## src/pkg/ilio_pkg.sv

```systemverilog
// Shared constants, codes and carriers of the ISA lane I/O port block.
package ilio_pkg;

  // Base port addresses picked by the two base address shunts {1-2, 3-4}.
  localparam logic [1:0] ILIO_BASE_SEL_100 = 2'h0;
  localparam logic [1:0] ILIO_BASE_SEL_120 = 2'h1;
  localparam logic [1:0] ILIO_BASE_SEL_180 = 2'h2;
  localparam logic [1:0] ILIO_BASE_SEL_210 = 2'h3;
  localparam logic [9:0] ILIO_BASE_100 = 10'h100;
  localparam logic [9:0] ILIO_BASE_120 = 10'h120;
  localparam logic [9:0] ILIO_BASE_180 = 10'h180;
  localparam logic [9:0] ILIO_BASE_210 = 10'h210;

  // Port offsets from the base address.
  localparam logic [9:0] ILIO_OFS_STATUS = 10'h000;
  localparam logic [9:0] ILIO_OFS_CLEAR = 10'h001;
  localparam logic [9:0] ILIO_OFS_HEADER = 10'h002;
  localparam int ILIO_OFS_W = 2;

  // Field layout and reset values.
  localparam int ILIO_RELAY_BITS = 4;
  localparam logic [3:0] ILIO_RELAY_RST = 4'h0;
  localparam logic [7:0] ILIO_LATCH_RST = 8'h00;
  localparam logic [7:0] ILIO_BUF_RST = 8'h00;
  localparam logic [7:0] ILIO_HEADER_RST = 8'hFF;
  localparam logic [7:0] ILIO_LED_RST = 8'h00;
  // Lane A inputs sit at bit 0 of each nibble and have no polarity shunt.
  localparam int ILIO_LANE_W = 4;

  // Interrupt line shunts in the order 3, 4, 5, 7, 9.
  localparam int ILIO_IRQ_N = 5;

  // Relay source shunt codes {2-3, 1-2}.
  typedef enum logic [1:0] {
    ILIO_SRC_OFF = 2'b00,
    ILIO_SRC_ON = 2'b01,
    ILIO_SRC_SW = 2'b10
  } ilio_src_t;

  // Bus access states, one-hot.
  typedef enum logic [2:0] {
    ILIO_ST_IDLE = 3'b001,
    ILIO_ST_READ = 3'b010,
    ILIO_ST_WRITE = 3'b100
  } ilio_state_t;

  // ISA bus pins as sampled.
  typedef struct packed {
    logic [9:0] addr;
    logic aen;
    logic ior_n;
    logic iow_n;
    logic [7:0] wdata;
  } ilio_bus_t;

  // Field inputs and jumper shunts as sampled.
  typedef struct packed {
    logic [7:0] lane_in;
    logic [1:0] base_sel;
    logic [4:0] irq_sel;
    logic led_off;
    logic [2:0] polarity;
    logic [7:0] relay_src;
  } ilio_cfg_t;

endpackage : ilio_pkg

```

## src/hw/ilio_sync.sv

```systemverilog
// Two-stage synchroniser for pin inputs.
`timescale 1ns/100ps
`default_nettype none
module ilio_sync #(
  parameter int WIDTH = 1
) (
  // Clock and reset
  input wire logic core_clk,
  input wire logic reset,
  // Pin side and synchronised side
  input wire logic [WIDTH-1:0] pin_in,
  output logic [WIDTH-1:0] sync_out
);

  logic [WIDTH-1:0] stage1_q;

  // The first stage feeds only the second stage.
  always_ff @(posedge core_clk)
  begin
    if (reset)
    begin
      stage1_q <= '0;
      sync_out <= '0;
    end
    else
    begin
      stage1_q <= pin_in;
      sync_out <= stage1_q;
    end
  end

endmodule : ilio_sync
`default_nettype wire

```

## src/hw/ilio_in_capture.sv

```systemverilog
// Input polarity correction and sticky input buffers for both lanes.
`timescale 1ns/100ps
`default_nettype none
module ilio_in_capture
  import ilio_pkg::*;
(
  // Clock and reset
  input wire logic core_clk,
  input wire logic reset,
  // Synchronised inputs and polarity shunts
  input wire logic [7:0] lane_in,
  input wire logic [2:0] polarity,
  input wire logic clear,
  // Captured state
  output logic [7:0] asserted_q,
  output logic [7:0] buffer_q,
  output logic new_set
);

  logic [7:0] invert_w;
  logic [7:0] asserted_d;
  logic [7:0] buffer_d;

  // Letter A has no shunt; B, C, D share one shunt per letter across lanes.
  assign invert_w = {polarity, 1'b0, polarity, 1'b0};
  assign asserted_d = lane_in ^ invert_w;
  // A set arriving with the clear survives it.
  assign buffer_d = (buffer_q & ~{8{clear}}) | asserted_q;
  // A bit that survives the clear because its input is still asserted counts as a fresh set.
  assign new_set = |(asserted_q & (~buffer_q | {8{clear}}));

  // The registered level is the detector stage for the A inputs.
  always_ff @(posedge core_clk)
  begin
    if (reset)
    begin
      asserted_q <= ILIO_BUF_RST;
      buffer_q <= ILIO_BUF_RST;
    end
    else
    begin
      asserted_q <= asserted_d;
      buffer_q <= buffer_d;
    end
  end

endmodule : ilio_in_capture
`default_nettype wire

```

## src/hw/ilio_ports.sv

```systemverilog
// ISA lane I/O port block: port decode, latches, input status and interrupt.
`timescale 1ns/100ps
`default_nettype none
// Overview of operation
// - Ports decode at base 100h, 120h, 180h or 210h chosen by two shunts.
// - Interrupt drives exactly one shunt-chosen line 3, 4, 5, 7, 9, or none.
// - Read offset 0 returns lane one inputs in bits 0-3, lane two in 4-7.
// - Write offset 0 loads relay latch bits 0-3; bits 4-7 ignored.
// - Write offset 2 loads the eight-bit header latch.
// - Read offset 1 clears the latched input buffers, except bits whose input is still asserted.
// - Interrupt stays latched until the clearing read; host must perform it.
// - Each lane A input passes a flip-flop stage to become a level.
// - B, C, D polarity set per letter; shunt means active low.
// - Each relay output is forced off, forced on, or follows its latch bit.
// - The four relay source choices act independently.
// - Header lines show the inverse of the header latch bits.
// - Output lights follow latch bits; input lights follow input states.
// - One shunt blanks all indicator lights without touching the logic.
module ilio_ports
  import ilio_pkg::*;
(
  // Clock and reset
  input wire logic core_clk,
  input wire logic reset,
  // ISA bus
  input wire logic [9:0] isa_addr,
  input wire logic isa_aen,
  input wire logic isa_ior_n,
  input wire logic isa_iow_n,
  input wire logic [7:0] isa_data_in,
  output logic [7:0] isa_data_out,
  output logic isa_data_oe,
  output logic [4:0] isa_irq_out,
  // Field inputs, lane one in bits 0-3 and lane two in bits 4-7
  input wire logic [7:0] lane_inputs,
  // Jumper shunts
  input wire logic [1:0] base_address_jumper,
  input wire logic [4:0] irq_select_jumper,
  input wire logic indicator_disable_jumper,
  input wire logic [2:0] input_polarity_jumper,
  input wire logic [7:0] relay_source_jumper,
  // Relay outputs
  output logic lane_one_relay_out_first,
  output logic lane_one_relay_out_second,
  output logic lane_two_relay_out_first,
  output logic lane_two_relay_out_second,
  // Header and indicator outputs
  output logic [7:0] inverted_ttl_header,
  output logic [7:0] input_led,
  output logic [3:0] output_led
);

  // The default base is the fallback, so its shunt code needs no branch of its own.
  function automatic logic [9:0] base_of(input logic [1:0] sel);
    logic [9:0] base;
    base = ILIO_BASE_180;
    if (sel == ILIO_BASE_SEL_100)
      base = ILIO_BASE_100;
    else if (sel == ILIO_BASE_SEL_120)
      base = ILIO_BASE_120;
    else if (sel == ILIO_BASE_SEL_210)
      base = ILIO_BASE_210;
    return base;
  endfunction : base_of

  // Code 11 is not a shunt setting on the card, so it leaves the relay off.
  function automatic logic relay_drive(input logic [1:0] src, input logic latch_bit);
    logic drive;
    drive = 1'b0;
    if (src == ILIO_SRC_ON)
      drive = 1'b1;
    else if (src == ILIO_SRC_SW)
      drive = latch_bit;
    return drive;
  endfunction : relay_drive

  ilio_bus_t bus_raw;
  ilio_bus_t bus_s;
  ilio_cfg_t cfg_raw;
  ilio_cfg_t cfg_s;

  assign bus_raw = '{addr: isa_addr, aen: isa_aen, ior_n: isa_ior_n, iow_n: isa_iow_n,
                     wdata: isa_data_in};
  assign cfg_raw = '{lane_in: lane_inputs, base_sel: base_address_jumper, irq_sel: irq_select_jumper,
                     led_off: indicator_disable_jumper, polarity: input_polarity_jumper,
                     relay_src: relay_source_jumper};

  ilio_sync #(.WIDTH($bits(ilio_bus_t))) u_bus_sync (
    .core_clk(core_clk),
    .reset(reset),
    .pin_in(bus_raw),
    .sync_out(bus_s)
  );

  ilio_sync #(.WIDTH($bits(ilio_cfg_t))) u_cfg_sync (
    .core_clk(core_clk),
    .reset(reset),
    .pin_in(cfg_raw),
    .sync_out(cfg_s)
  );

  // Port decode.
  logic [9:0] base_w;
  logic [9:0] offset_w;
  logic in_window_w;
  logic hit_status_w;
  logic hit_clear_w;
  logic hit_header_w;
  logic read_hit_w;
  logic write_hit_w;

  assign base_w = base_of(cfg_s.base_sel);
  assign offset_w = bus_s.addr - base_w;
  // DMA cycles carry AEN high and must never match a port.
  assign in_window_w = !bus_s.aen && (bus_s.addr >= base_w);
  assign hit_status_w = in_window_w && (offset_w == ILIO_OFS_STATUS);
  assign hit_clear_w = in_window_w && (offset_w == ILIO_OFS_CLEAR);
  assign hit_header_w = in_window_w && (offset_w == ILIO_OFS_HEADER);
  assign read_hit_w = hit_status_w || hit_clear_w;
  assign write_hit_w = hit_status_w || hit_header_w;

  // Bus access sequencing on the strobe edges.
  ilio_state_t state_q;
  ilio_state_t state_d;
  logic [ILIO_OFS_W-1:0] ofs_q;
  logic [ILIO_OFS_W-1:0] ofs_d;
  logic read_start_w;
  logic write_start_w;
  logic clear_pulse_w;
  logic write_commit_w;

  always_comb
  begin
    state_d = state_q;
    read_start_w = 1'b0;
    write_start_w = 1'b0;
    clear_pulse_w = 1'b0;
    write_commit_w = 1'b0;
    case (state_q)
      ILIO_ST_IDLE:
      begin
        if (!bus_s.ior_n && read_hit_w)
        begin
          state_d = ILIO_ST_READ;
          read_start_w = 1'b1;
        end
        else if (!bus_s.iow_n && write_hit_w)
        begin
          state_d = ILIO_ST_WRITE;
          write_start_w = 1'b1;
        end
      end
      ILIO_ST_READ:
      begin
        if (bus_s.ior_n)
        begin
          state_d = ILIO_ST_IDLE;
          // Clearing at the end of the read lets the host see the bits first.
          clear_pulse_w = (ofs_q == ILIO_OFS_CLEAR[ILIO_OFS_W-1:0]);
        end
      end
      ILIO_ST_WRITE:
      begin
        // Write data is taken at the trailing strobe edge, when ISA holds it stable.
        if (bus_s.iow_n)
        begin
          state_d = ILIO_ST_IDLE;
          write_commit_w = 1'b1;
        end
      end
      default:
      begin
        state_d = ILIO_ST_IDLE;
      end
    endcase
  end

  assign ofs_d = (read_start_w || write_start_w) ? offset_w[ILIO_OFS_W-1:0] : ofs_q;

  always_ff @(posedge core_clk)
  begin
    if (reset)
    begin
      state_q <= ILIO_ST_IDLE;
      ofs_q <= '0;
    end
    else
    begin
      state_q <= state_d;
      ofs_q <= ofs_d;
    end
  end

  // Input capture and interrupt latch.
  logic [7:0] asserted_w;
  logic [7:0] buffer_w;
  logic new_set_w;
  logic irq_req_q;
  logic irq_req_d;

  ilio_in_capture u_capture (
    .core_clk(core_clk),
    .reset(reset),
    .lane_in(cfg_s.lane_in),
    .polarity(cfg_s.polarity),
    .clear(clear_pulse_w),
    .asserted_q(asserted_w),
    .buffer_q(buffer_w),
    .new_set(new_set_w)
  );

  // A request already pending is not re-issued; only the clearing read frees it.
  // An input still asserted through the clear comes back as a new set and a new request.
  assign irq_req_d = new_set_w || (irq_req_q && !clear_pulse_w);

  // Two shunts at once is a fault; no line is driven then.
  logic [4:0] irq_route_w;
  assign irq_route_w = $onehot(cfg_s.irq_sel) ? cfg_s.irq_sel : 5'h00;

  // Output latches.
  logic [3:0] relay_latch_q;
  logic [7:0] header_latch_q;
  logic load_relay_w;
  logic load_header_w;

  assign load_relay_w = write_commit_w && (ofs_q == ILIO_OFS_STATUS[ILIO_OFS_W-1:0]);
  assign load_header_w = write_commit_w && (ofs_q == ILIO_OFS_HEADER[ILIO_OFS_W-1:0]);

  always_ff @(posedge core_clk)
  begin
    if (reset)
    begin
      irq_req_q <= 1'b0;
      relay_latch_q <= ILIO_RELAY_RST;
      header_latch_q <= ILIO_LATCH_RST;
    end
    else
    begin
      irq_req_q <= irq_req_d;
      if (load_relay_w)
        relay_latch_q <= bus_s.wdata[ILIO_RELAY_BITS-1:0];
      if (load_header_w)
        header_latch_q <= bus_s.wdata;
    end
  end

  // Each relay takes its own source shunt pair.
  logic [3:0] relay_drive_w;
  genvar gi;
  generate
    for (gi = 0; gi < ILIO_RELAY_BITS; gi++)
    begin : g_relay
      assign relay_drive_w[gi] = relay_drive(cfg_s.relay_src[2*gi +: 2], relay_latch_q[gi]);
    end
  endgenerate

  // Read data and registered outputs.
  logic reading_w;
  assign reading_w = (state_d == ILIO_ST_READ);

  always_ff @(posedge core_clk)
  begin
    if (reset)
    begin
      isa_data_out <= ILIO_LATCH_RST;
      isa_data_oe <= 1'b0;
      isa_irq_out <= 5'h00;
      {lane_two_relay_out_second, lane_two_relay_out_first,
       lane_one_relay_out_second, lane_one_relay_out_first} <= ILIO_RELAY_RST;
      inverted_ttl_header <= ILIO_HEADER_RST;
      input_led <= ILIO_LED_RST;
      output_led <= ILIO_RELAY_RST;
    end
    else
    begin
      if (read_start_w)
        isa_data_out <= buffer_w;
      isa_data_oe <= reading_w;
      isa_irq_out <= irq_route_w & {ILIO_IRQ_N{irq_req_q}};
      {lane_two_relay_out_second, lane_two_relay_out_first,
       lane_one_relay_out_second, lane_one_relay_out_first} <= relay_drive_w;
      inverted_ttl_header <= ~header_latch_q;
      input_led <= cfg_s.led_off ? ILIO_LED_RST : asserted_w;
      output_led <= cfg_s.led_off ? ILIO_RELAY_RST : relay_latch_q;
    end
  end
endmodule : ilio_ports
`default_nettype wire

```

## config.mk

```make
export PLATFORM = sky130hd
export DESIGN_NAME = ilio_ports
export DESIGN_NICKNAME = d
export VERILOG_FILES = /design/src/pkg/ilio_pkg.sv /design/src/hw/ilio_sync.sv /design/src/hw/ilio_in_capture.sv /design/src/hw/ilio_ports.sv
export SDC_FILE = /design/constraint.sdc
export NUM_CORES = 1
export LEC_CHECK = 0
export BUFFER_PORTS_ARGS = -buffer_cell sky130_fd_sc_hd__buf_2
export CAP_MARGIN = 20
export CORE_ASPECT_RATIO = 0.8
export CORE_MARGIN = 1
export CORE_UTILIZATION = 30
export DETAILED_ROUTE_END_ITERATION = 10
export PLACE_DENSITY = 0.49
export SETUP_SLACK_MARGIN = 0.2
export SLEW_MARGIN = 20
export SYNTH_ARGS = -nofsm -noshare
export SYNTH_HDL_FRONTEND = slang
export SYNTH_SLANG_ARGS = --single-unit
```

## constraint.sdc

```tcl
create_clock -name core_clk -period 7.15 [get_ports core_clk]
set_input_delay 0.3575 -clock core_clk [delete_from_list [all_inputs] [get_ports core_clk]]
set_output_delay 0.3575 -clock core_clk [all_outputs]
set_load 0.1 [all_outputs]
```

Word-level counts from Yosys, hierarchy flattened
Index checks and enable logic that the tools add are counted.
{"block": "word_totals", "register_bits": 168}
{"block": "op_classes", "addsub": 5, "order_cmp": 1, "eq_ne": 19, "n_mux": 26, "bitwise": 9, "reduce_logical": 22}
{"cell": "$mux 10", "n": 3}
{"cell": "$not 8->8", "n": 3}
{"cell": "$mux 1", "n": 17}
{"cell": "$and 8x8->8", "n": 2}
{"cell": "$or 8x8->8", "n": 2}
{"cell": "$eq 2x1->1 const B", "n": 6}
{"cell": "$eq 2x2->1 const B", "n": 6}
{"cell": "$mux 3", "n": 4}
{"cell": "$eq 10x1->1 const B", "n": 1}
{"cell": "$eq 10x2->1 const B", "n": 1}
{"cell": "$ge 10x10->1", "n": 1}
{"cell": "$logic_not 10->1", "n": 1}
{"cell": "$sub 10x10->10", "n": 1}
{"cell": "$logic_and 1x1->1", "n": 9}
{"cell": "$pmux 3 s3", "n": 1}
{"cell": "$reduce_or 8->1", "n": 1}
{"cell": "$xor 8x8->8", "n": 1}
{"cell": "$eq 3x1->1 const B", "n": 2}
{"cell": "$eq 3x2->1 const B", "n": 2}
{"cell": "$and 5x5->5", "n": 1}
{"cell": "$mux 5", "n": 1}
{"cell": "$add 1x1->2", "n": 2}
{"cell": "$logic_not 1->1", "n": 4}
{"cell": "$logic_not 2->1", "n": 2}
{"cell": "other kinds (5)", "n": 8}

Longest topological paths before layout
Gate-level depths: netlist of run 1.
{"block": "logic_depth", "depth_word": 13, "mapped_depth": 10, "ltp_nobuf": 9}

By module
From an unflattened synthesis of run 1, not the netlist that was laid out.
{"block": "hier_totals", "hier_cells": 494, "area_unflattened_um2": 5482.8}
{"module": "ilio_ports", "n_inst": 1, "cells_per_inst": 230, "area_each_um2": 2332.2, "seq_area_each_um2": 1121.1}
{"module": "ilio_sync (u_cfg_sync)", "n_inst": 1, "cells_per_inst": 113, "area_each_um2": 1443.9, "seq_area_each_um2": 1081.0}
{"module": "ilio_sync (u_bus_sync)", "n_inst": 1, "cells_per_inst": 88, "area_each_um2": 1123.6, "seq_area_each_um2": 840.8}
{"module": "ilio_in_capture", "n_inst": 1, "cells_per_inst": 63, "area_each_um2": 583.1, "seq_area_each_um2": 320.3}

Least setup slack after synthesis of run 1
No wires, ideal clock.
{"block": "synth_timing", "path_type": "reg2reg", "startpoint": "register u_cfg_sync.sync_out[17]", "endpoint": "register ofs_q[0]", "t_arrival_ns": 2.428, "slack_ns": 4.650, "stages_incl_launch_ff": 10, "period_less_slack_ns": 2.500, "cell_sequence": "dfxtp_1 and2_1 inv_1 ha_1 nand2_1 or4_1 o21a_1 a2111o_1 and4bb_2 mux2i_1"}
{"block": "synth_via", "elab_chain_cells": 13}
{"item": "start, declared", "line": "ilio_sync.sv:12", "rtl": "output logic [WIDTH-1:0] sync_out"}
{"item": "start signal, assigned", "line": "ilio_sync.sv:28", "rtl": "sync_out <= stage1_q;"}
{"item": "$eq 2x2->1", "line": "ilio_ports.sv:61", "rtl": "else if (sel == ILIO_BASE_SEL_210)"}
{"item": "$mux 10", "line": "ilio_ports.sv:61"}
{"item": "$mux 10", "line": "ilio_ports.sv:59", "rtl": "else if (sel == ILIO_BASE_SEL_120)"}
{"item": "$mux 10 (*)", "line": "ilio_ports.sv:57", "rtl": "if (sel == ILIO_BASE_SEL_100)"}
{"item": "$sub 10x10->10 or $ge 10x10->1 (tied branches)", "line": "ilio_ports.sv:113, ilio_ports.sv:115"}
{"item": "$eq 10x2->1 (tied with other cells)", "line": "ilio_ports.sv:118", "rtl": "assign hit_header_w = in_window_w && (offset_w == ILIO_OFS_HEADER);"}
{"item": "$logic_and 1x1->1, on equally long branches", "line": "ilio_ports.sv:118, ilio_ports.sv:116"}
{"item": "$logic_or 1x1->1", "line": "ilio_ports.sv:120", "rtl": "assign write_hit_w = hit_status_w || hit_header_w;"}
{"item": "$logic_and 1x1->1", "line": "ilio_ports.sv:147", "rtl": "else if (!bus_s.iow_n && write_hit_w)"}
{"item": "$mux 1", "line": "ilio_ports.sv:147"}
{"item": "$mux 1", "line": "ilio_ports.sv:142", "rtl": "if (!bus_s.ior_n && read_hit_w)"}
{"item": "$mux 1", "line": "ilio_ports.sv:139", "rtl": "case (state_q)"}
{"item": "$logic_or 1x1->1", "line": "ilio_ports.sv:178", "rtl": "assign ofs_d = (read_start_w || write_start_w) ? offset_w[ILIO_OFS_W-1:0] : ofs_q;"}
{"item": "end signal, assigned", "line": "ilio_ports.sv:190", "rtl": "ofs_q <= ofs_d;"}
{"item": "end, declared", "line": "ilio_ports.sv:125", "rtl": "logic [ILIO_OFS_W-1:0] ofs_q;"}
Mark *: on every way between the ends. The rest lies on a longest branch, timed or not.
A chain may end at the register's enable or synchronous reset.

Worst setup path after layout of run 1
{"block": "layout_timing", "startpoint": "register u_cfg_sync.sync_out[18]", "endpoint": "register state_q[2]"}
{"block": "layout_via", "elab_chain_cells": 12}
{"item": "$eq 2x2->1", "line": "ilio_ports.sv:61"}
{"item": "$mux 10", "line": "ilio_ports.sv:61"}
{"item": "$mux 10", "line": "ilio_ports.sv:59"}
{"item": "$mux 10 (*)", "line": "ilio_ports.sv:57"}
{"item": "$sub 10x10->10 or $ge 10x10->1 (tied branches)", "line": "ilio_ports.sv:113, ilio_ports.sv:115"}
{"item": "$eq 10x2->1 (tied with other cells)", "line": "ilio_ports.sv:118"}
{"item": "$logic_and 1x1->1, on equally long branches", "line": "ilio_ports.sv:118, ilio_ports.sv:116"}
{"item": "$logic_or 1x1->1", "line": "ilio_ports.sv:120"}
{"item": "$logic_and 1x1->1", "line": "ilio_ports.sv:147"}
{"item": "$mux 3", "line": "ilio_ports.sv:147"}
{"item": "$mux 3 (*)", "line": "ilio_ports.sv:142"}
{"item": "$pmux 3 s3 (*)", "line": "ilio_ports.sv:139"}
{"item": "end signal, assigned", "line": "ilio_ports.sv:189", "rtl": "state_q <= state_d;"}
{"item": "end, declared", "line": "ilio_ports.sv:123", "rtl": "ilio_state_t state_q;"}
Marks and branches as above.

==> reports/metrics.yaml, run 1 <==
run_status:
  status: "finished, final reports clean"
synthesis:
  synth-edff-count: 0
  async_flop_share_pct: 0
  synth_area_um2: 5330
  ys_ff_latch: 168
  synth.distinct_cells: 42
  syn-num-nets: 545
  synth_flop_cell: "dfxtp_1"
  yosysWarningCount: 0
  synthCells: 487
  synth_seq_area_share_pct: 63.1
  syn_area_per_cell_um2: 10.9
worst_setup_path:
  r2r_slack_ns: 4.14
  crit_type: "reg -> reg"
  crit_chain: "and2_1 -> inv_1 -> ha_1 -> nand2_1 -> or4_1 -> o21a_1 -> a2111oi_2 -> nand4b_1 -> a211oi_1"
  reg2reg_to: "state_q[2]$_SDFF_PP0_"
  startpoint_type: "flip-flop"
  r2r_cells: 9
  crit_end: "state_q[2]$_SDFF_PP0_"
  slowest_delay_ns: 0.94
  cp_slowest_cell: "a2111oi_2"
  critPathRequiredTime_ns: 7.48
  cp.arrival_ns: 3.35
  r2r-start: "u_cfg_sync.sync_out[18]$_SDFF_PP0_"
  startpoint: "u_cfg_sync.sync_out[18]$_SDFF_PP0_"
  end_kind: "flip-flop"
  crit_fanout: 11
die:
  die_height_um: 121
  start_util_pct: 30.7
  fp-row-count: 43
  die_w_um: 151
  dieArea_um2: 18300
  ios: 88
  core-area_um2: 17400
cts:
  cts_tree: "done"
  path_clk_slew_ns: 0.06
  root_buffer: "clkbuf_16"
  clk_latency_ns: 0.42
  postCtsHoldBufs: 0
  cts_setup_buffers: 0
  clockBufferDepth: 2
  htree_levels: 4
  cts_resized: 0
  numCtsBuffers: 17
  cts_sinks: 168
routing:
  drtIter0Drc: 107
  antenna_left: 0
  drc_errors: 0
  wl_per_cell_um: 11.9
  vias: 3382
  avgViaCountPerCell: 4.18
  drt_wl_total_um: 9670
  drt-pass1-iter-count: 4
worst_hold_path:
  hold-path-cell-count: 2
  hold_path.class: "in -> reg"
power:
  ir_worst_vdd_uv: 156
  leakagePower_nw: 2.71
  power_density_nw_per_um2: 301
timing:
  finalHoldViolations: 0
  max_freq_ghz: 0.332
  hold_slack_ns: 0.145
  max_slew_margin_pct: 32.1
  fin_crit_sh_pct: 42.2
  setup_viol: 0
  tightest_slew_ns: 1.02
  rsz0062_at_grt: "no"
  fin_tns_setup_ns: 0
  period_needed_ns: 3.01
  slew_violations: 0
  skew_ns: 0.00639
cells_and_area:
  drive_gt1_share_pct: 21.4
  syn_to_final_growth_pct: 23.1
  mostFrequentLayoutCell: "dfxtp_1"
  fillers: 1751
  nets: 629
  layout_common_cells: "dfxtp_1 (168), nor2b_1 (103), buf_2 (86), nor2_1 (30), a21oi_1 (24)"
global_routing:
  grt_pass1_vias: 3212
  grt_max_degree: 97
  antenna_found_initial: 2
  overflow: 0
  grt_pass1_wl_um: 15600
  track_usage_pct: 11.5
place:
  io_buffers: 87
  hpwlAfterDp_um: 6610
  gp_congestion: 0.803
flow_run:
  max_cap_violations: 0
-- power by group --
part | switching [mW] | internal, mW
combinational | 0.0560 | 0.0396
clock | 0.371 | 0.523
sequential | 0.0132 | 0.969
-- stage by stage --
step	setup slack [ns]	instance area, um2	instances	utilization, %	power (mW)
after floorplan	4.65	5330	487	-	1.07
after global placement	4.24	5970	777	34.3	1.10
after detailed placement	4.13	5970	777	34.3	1.10
after CTS	4.12	6560	809	37.7	2.01
after global routing	3.79	6560	810	37.7	2.06
final	4.14	6560	810	37.7	1.97
-- layout make-up --
class / instances / area [um2] / area share, %
Clock inverter: 10 / 108 / 1.64
Tap cell: 225 / 282 / 4.29
Antenna cell: 1 / 2.50 / 0.0381
Inverter: 7 / 26.3 / 0.401
Sequential cell: 168 / 3360 / 51.3
Timing Repair Buffer: 88 / 445 / 6.79
Multi-Input combinational cell: 289 / 1850 / 28.2
Clock buffer: 22 / 484 / 7.38
-- critical path, delay by kind of cell (launching register included) --
| kind | cells | cell delay, ns |
|---|---|---|
| flip-flops | 1 | 0.35 |
| AND/OR/NAND/NOR | 4 | 0.80 |
| AO/OA/AOI/OAI | 3 | 1.41 |
| adder cells (fa/ha/maj) | 1 | 0.32 |
| buffers and inverters | 1 | 0.05 |
-- worst min-delay path by stage --
stage,startpoint,end
6_report,relay_source_jumper[1],u_cfg_sync.stage1_q[1]$_SDFF_PP0_
4_1_cts,relay_source_jumper[1],u_cfg_sync.stage1_q[1]$_SDFF_PP0_
5_1_grt,isa_data_in[0],u_bus_sync.stage1_q[0]$_SDFF_PP0_
3_3_place_gp,header_latch_q[7]$_SDFFE_PP0P_,inverted_ttl_header[7]$_SDFF_PP1_
3_5_place_dp,header_latch_q[1]$_SDFFE_PP0P_,inverted_ttl_header[1]$_SDFF_PP1_
2_1_floorplan,header_latch_q[1]$_SDFFE_PP0P_,inverted_ttl_header[1]$_SDFF_PP1_
-- Yosys cell counts, drive strengths merged, types with 2 or more instances --
| library cell | n | area share (%) |
|---|---|---|
| nand2 | 11 | 0.77 |
| or3b | 2 | 0.33 |
| ha | 6 | 1.4 |
| nor3b | 2 | 0.28 |
| or2 | 2 | 0.23 |
| nand2b | 20 | 2.3 |
| nand4 | 10 | 1.2 |
| nand3 | 3 | 0.28 |
| clkbuf | 22 | 1.5 |
| inv | 7 | 0.49 |
| dfxtp | 168 | 63 |
| nor2b | 103 | 12 |
| mux2i | 14 | 2.6 |
| and2 | 19 | 2.2 |
| xnor2 | 6 | 0.99 |
| o21ai | 10 | 0.94 |
| nand3b | 4 | 0.56 |
| fa | 2 | 0.75 |
| nor2 | 30 | 2.1 |
| a21oi | 24 | 2.3 |
-- cell families (layout without fill, tap and decap cells) --
group / Yosys count / after routing / synth area share (%)
adder cells (fa/ha/maj): 8 / 8 / 2.16
AND/OR/NAND/NOR: 213 / 213 / 23.4
AO/OA/AOI/OAI: 47 / 47 / 5.35
other: 0 / 1 / 0
flip-flops: 168 / 168 / 63.1
XOR/XNOR: 7 / 7 / 1.15
multiplexers: 14 / 14 / 2.63
buffers and inverters: 30 / 127 / 2.18
-- sequential cells by signal, summed over array words and instances (netlist names), 2 cells and up --
register,flops
state_q,3
isa_irq_out,5
u_bus_sync.stage1_q,21
u_bus_sync.sync_out,21
ofs_q,2
u_cfg_sync.stage1_q,27
input_led,8
u_capture.buffer_q,8
output_led,4
u_capture.asserted_q,8
u_cfg_sync.sync_out,27
header_latch_q,8
relay_latch_q,4
isa_data_out,8
inverted_ttl_header,8
-- per-layer routing --
metal	part of all wire (%)	GRT usage, %	vias up
met5	0.083	0	-
met3	6.4	4.77	15
met4	1.5	5.44	2
met2	43	16.5	77
met1	49	14.8	1544
li1	-	-	1744
Power figures use the tool's default switching activity.
==> run 2, diff against run 1 <==
ABC_AREA = 1   (was unset)
clock period = 2.81 ns   (was 7.15 ns; I/O delays follow)
==> run 2 against run 1 <==
Worst hold slack better by 0.050 ns. Global-route usage increased by 0.38 points. Clock skew increased by 0.0043 ns. First-iteration DRC count is 35% higher. Sequential power increased to 2.5 times the previous value. Register-to-register slack worse by 3.6 ns. Clock-buffer cell count is 1 higher. Wire length increased by 5.2%.
==> reports/metrics.yaml, run 2 <==
run_status:
  status: "finished, final reports clean"
cts:
  clk_latency_ns: 0.42  # about the same
  cts_resized: 0  # unchanged
  postCtsHoldBufs: 48  # +48
  htree_levels: 4  # unchanged
  root_buffer: "clkbuf_16"
  numCtsBuffers: 17  # unchanged
  clockBufferDepth: 2  # unchanged
  cts_setup_buffers: 0  # unchanged
  path_clk_slew_ns: 0.06  # about the same
  cts_tree: "done"
  cts_sinks: 168  # unchanged
timing:
  period_needed_ns: 2.25  # -0.766 ns
  finalHoldViolations: 0  # unchanged
  rsz0062_at_grt: "no"
  setup_viol: 0  # unchanged
  max_freq_ghz: 0.445  # +34%
  tightest_slew_ns: 0.619  # -0.397 ns
  fin_crit_sh_pct: 80.0  # +38 points
  skew_ns: 0.0107  # +0.00427 ns
  fin_tns_setup_ns: 0  # unchanged
  hold_slack_ns: 0.194  # +0.0496 ns
  max_slew_margin_pct: 58.7  # +27 points
  fin_ws_ns: 0.561  # -3.57 ns
  slew_violations: 0  # unchanged
routing:
  drc_errors: 0  # unchanged
  antenna_left: 0  # unchanged
  drtIter0Drc: 144  # +35%
  vias: 3916  # +16%
  drt-pass1-iter-count: 5  # +1
  wl_per_cell_um: 9.89  # -17%
  avgViaCountPerCell: 3.81  # -8.8%
  drt_wl_total_um: 10200  # +5.2%
place:
  gp_congestion: 0.701  # -13%
  io_buffers: 87  # unchanged
  post-place-ws_ns: 0.585  # -3.55 ns
  place_inst: 948  # +22%
  hpwlAfterDp_um: 6720  # +1.7%
  place_area_um2: 6130  # +2.8%
global_routing:
  grt_max_degree: 63  # -35%
  use_met2_pct: 16.3  # -0.26 points
  grt_pass1_wl_um: 17100  # +9.5%
  antenna_found_initial: 0  # -2
  overflow: 0  # unchanged
  met1_usage_pct: 16.5  # +1.8 points
  track_usage_pct: 11.9  # +0.38 points
  use_met3_pct: 4.34  # -0.43 points
  grt_pass1_vias: 3631  # +13%
  top_usage_layer: "met1"
flow_run:
  max_cap_violations: 0  # unchanged
worst_setup_path:
  cp.arrival_ns: 2.58  # -0.77 ns
  critPathRequiredTime_ns: 3.15  # -4.33 ns
  crit_fanout: 5  # -6
  crit_type: "reg -> reg"
  startpoint_type: "flip-flop"
  end_kind: "flip-flop"
cells_and_area:
  layout_common_cells: "dfxtp_1 (168), nor2_1 (163), inv_1 (142), buf_2 (86), nand2_1 (72)"
  top_regs: "u_cfg_sync.stage1_q (27), u_cfg_sync.sync_out (27)"
  instances_no_fill: 1028  # +27%
  syn_to_final_growth_pct: 31.6
  nets: 848  # +35%
  mostFrequentLayoutCell: "dfxtp_1"
  drive_gt1_share_pct: 16.8  # -4.6 points
  antennaDiodeCount: 0  # -1
  fin_area_um2: 7200  # +9.7%
  postLayoutCoreUtil_pct: 40.9  # +3.2 points
die:
  start_util_pct: 31.1  # +0.42 points
  core-area_um2: 17600  # +1.2%
  die_height_um: 123  # +1.3%
  die_w_um: 153  # +1.3%
  fp-row-count: 43  # unchanged
  dieArea_um2: 18800  # +2.6%
  ios: 88  # unchanged
synthesis:
  synth-edff-count: 0  # unchanged
  yosysWarningCount: 0  # unchanged
  synth_seq_area_share_pct: 61.5  # -1.6 points
  synthCells: 652  # +34%
  synth_area_um2: 5470  # +2.6%
  async_flop_share_pct: 0  # unchanged
  yosysMostFrequentCell: "dfxtp_1"
  post-synth-top-area-fraction_pct: 61.5  # -1.6 points
  syn-num-nets: 710  # +30%
  synth.distinct_cells: 28  # -33%
  ys_ff_latch: 168  # unchanged
  syn_area_per_cell_um2: 8.39  # -23%
  synth_area_leaders: "dfxtp_1 (61%), nor2_1 (11%), inv_1 (9.7%)"
  yosys.area.top_type: "dfxtp_1"
  synth_common_cells: "dfxtp_1 (168), nor2_1 (163), inv_1 (142)"
  synth_flop_cell: "dfxtp_1"
power:
  p_total_mw: 5.11  # +160%
  ir_worst_vdd_uv: 348  # +120%
  leakagePower_nw: 3.48  # +28%
  power_density_nw_per_um2: 710  # +140%
worst_hold_path:
  hold_path.class: "in -> reg"
[run 2: changes by cell type in the layout (fill, tap and decap cells not counted), sizes merged, moves of 4 or more]
cell / before / now
nor2b: 103 / 0
nor3: 1 / 9
nor2: 30 / 165
and2: 19 / 1
dlygate4sd3: 0 / 48
inv: 11 / 147
nand3: 3 / 8
nand3b: 4 / 0
nand2: 11 / 74
mux2i: 14 / 0
nand4: 10 / 2
nand2b: 20 / 0
[run 2: worst max-delay path, cell delays in order, from the launching register on]
cell	delay, ns
dfxtp_1	0.32
fa_1	0.53
inv_1	0.05
fa_1	0.34
inv_1	0.06
ha_1	0.21
or3_1	0.45
nor3b_1	0.21
[run 2: logic make-up (layout without fill, tap and decap cells)]
kind of cell	Yosys count	after routing	share of synthesized area (%)
simple gates	265	265	19.8
xor+xnor	6	6	0.961
buf+inv	164	315	11.4
compound gates	41	41	4.21
flops	168	168	61.5
fa+ha+maj	8	8	2.10
[run 2: path summary, 6_finish.rpt]
check	endpoint	start	slack (ns)	cells after the start
worst max-delay path	isa_irq_out[0]$_SDFF_PP0_	u_cfg_sync.sync_out[12]$_SDFF_PP0_	0.56	7
worst min-delay path	output_led[1]$_SDFF_PP0_	reset	0.19	3
worst max register to register	isa_irq_out[0]$_SDFF_PP0_	u_cfg_sync.sync_out[12]$_SDFF_PP0_	0.56	7
worst min register to register	inverted_ttl_header[5]$_SDFF_PP1_	header_latch_q[5]$_SDFFE_PP0P_	0.39	1
[run 2: final cells by class]
type | instances | area (um2)
Sequential cell | 168 | 3360
Tap cell | 225 | 282
Fill cell | 1749 | 10400
Clock buffer | 23 | 498
Inverter | 145 | 544
Clock inverter | 9 | 88.8
Timing Repair Buffer | 138 | 941
Multi-Input combinational cell | 320 | 1480
[run 2: where the power goes]
part	internal, mW	total (mW)	switching [mW]
combinational	0.140	0.336	0.196
clock	1.34	2.27	0.932
sequential	2.47	2.50	0.0328
total	3.95	5.11	1.16
[run 2: per-layer routing]
| metal | routed length, um | share of wire [%] |
|---|---|---|
| met1 | 5750 | 57 |
| met2 | 3870 | 38 |
| met3 | 439 | 4.3 |
| met4 | 102 | 1.0 |
| met5 | 0 | 0 |
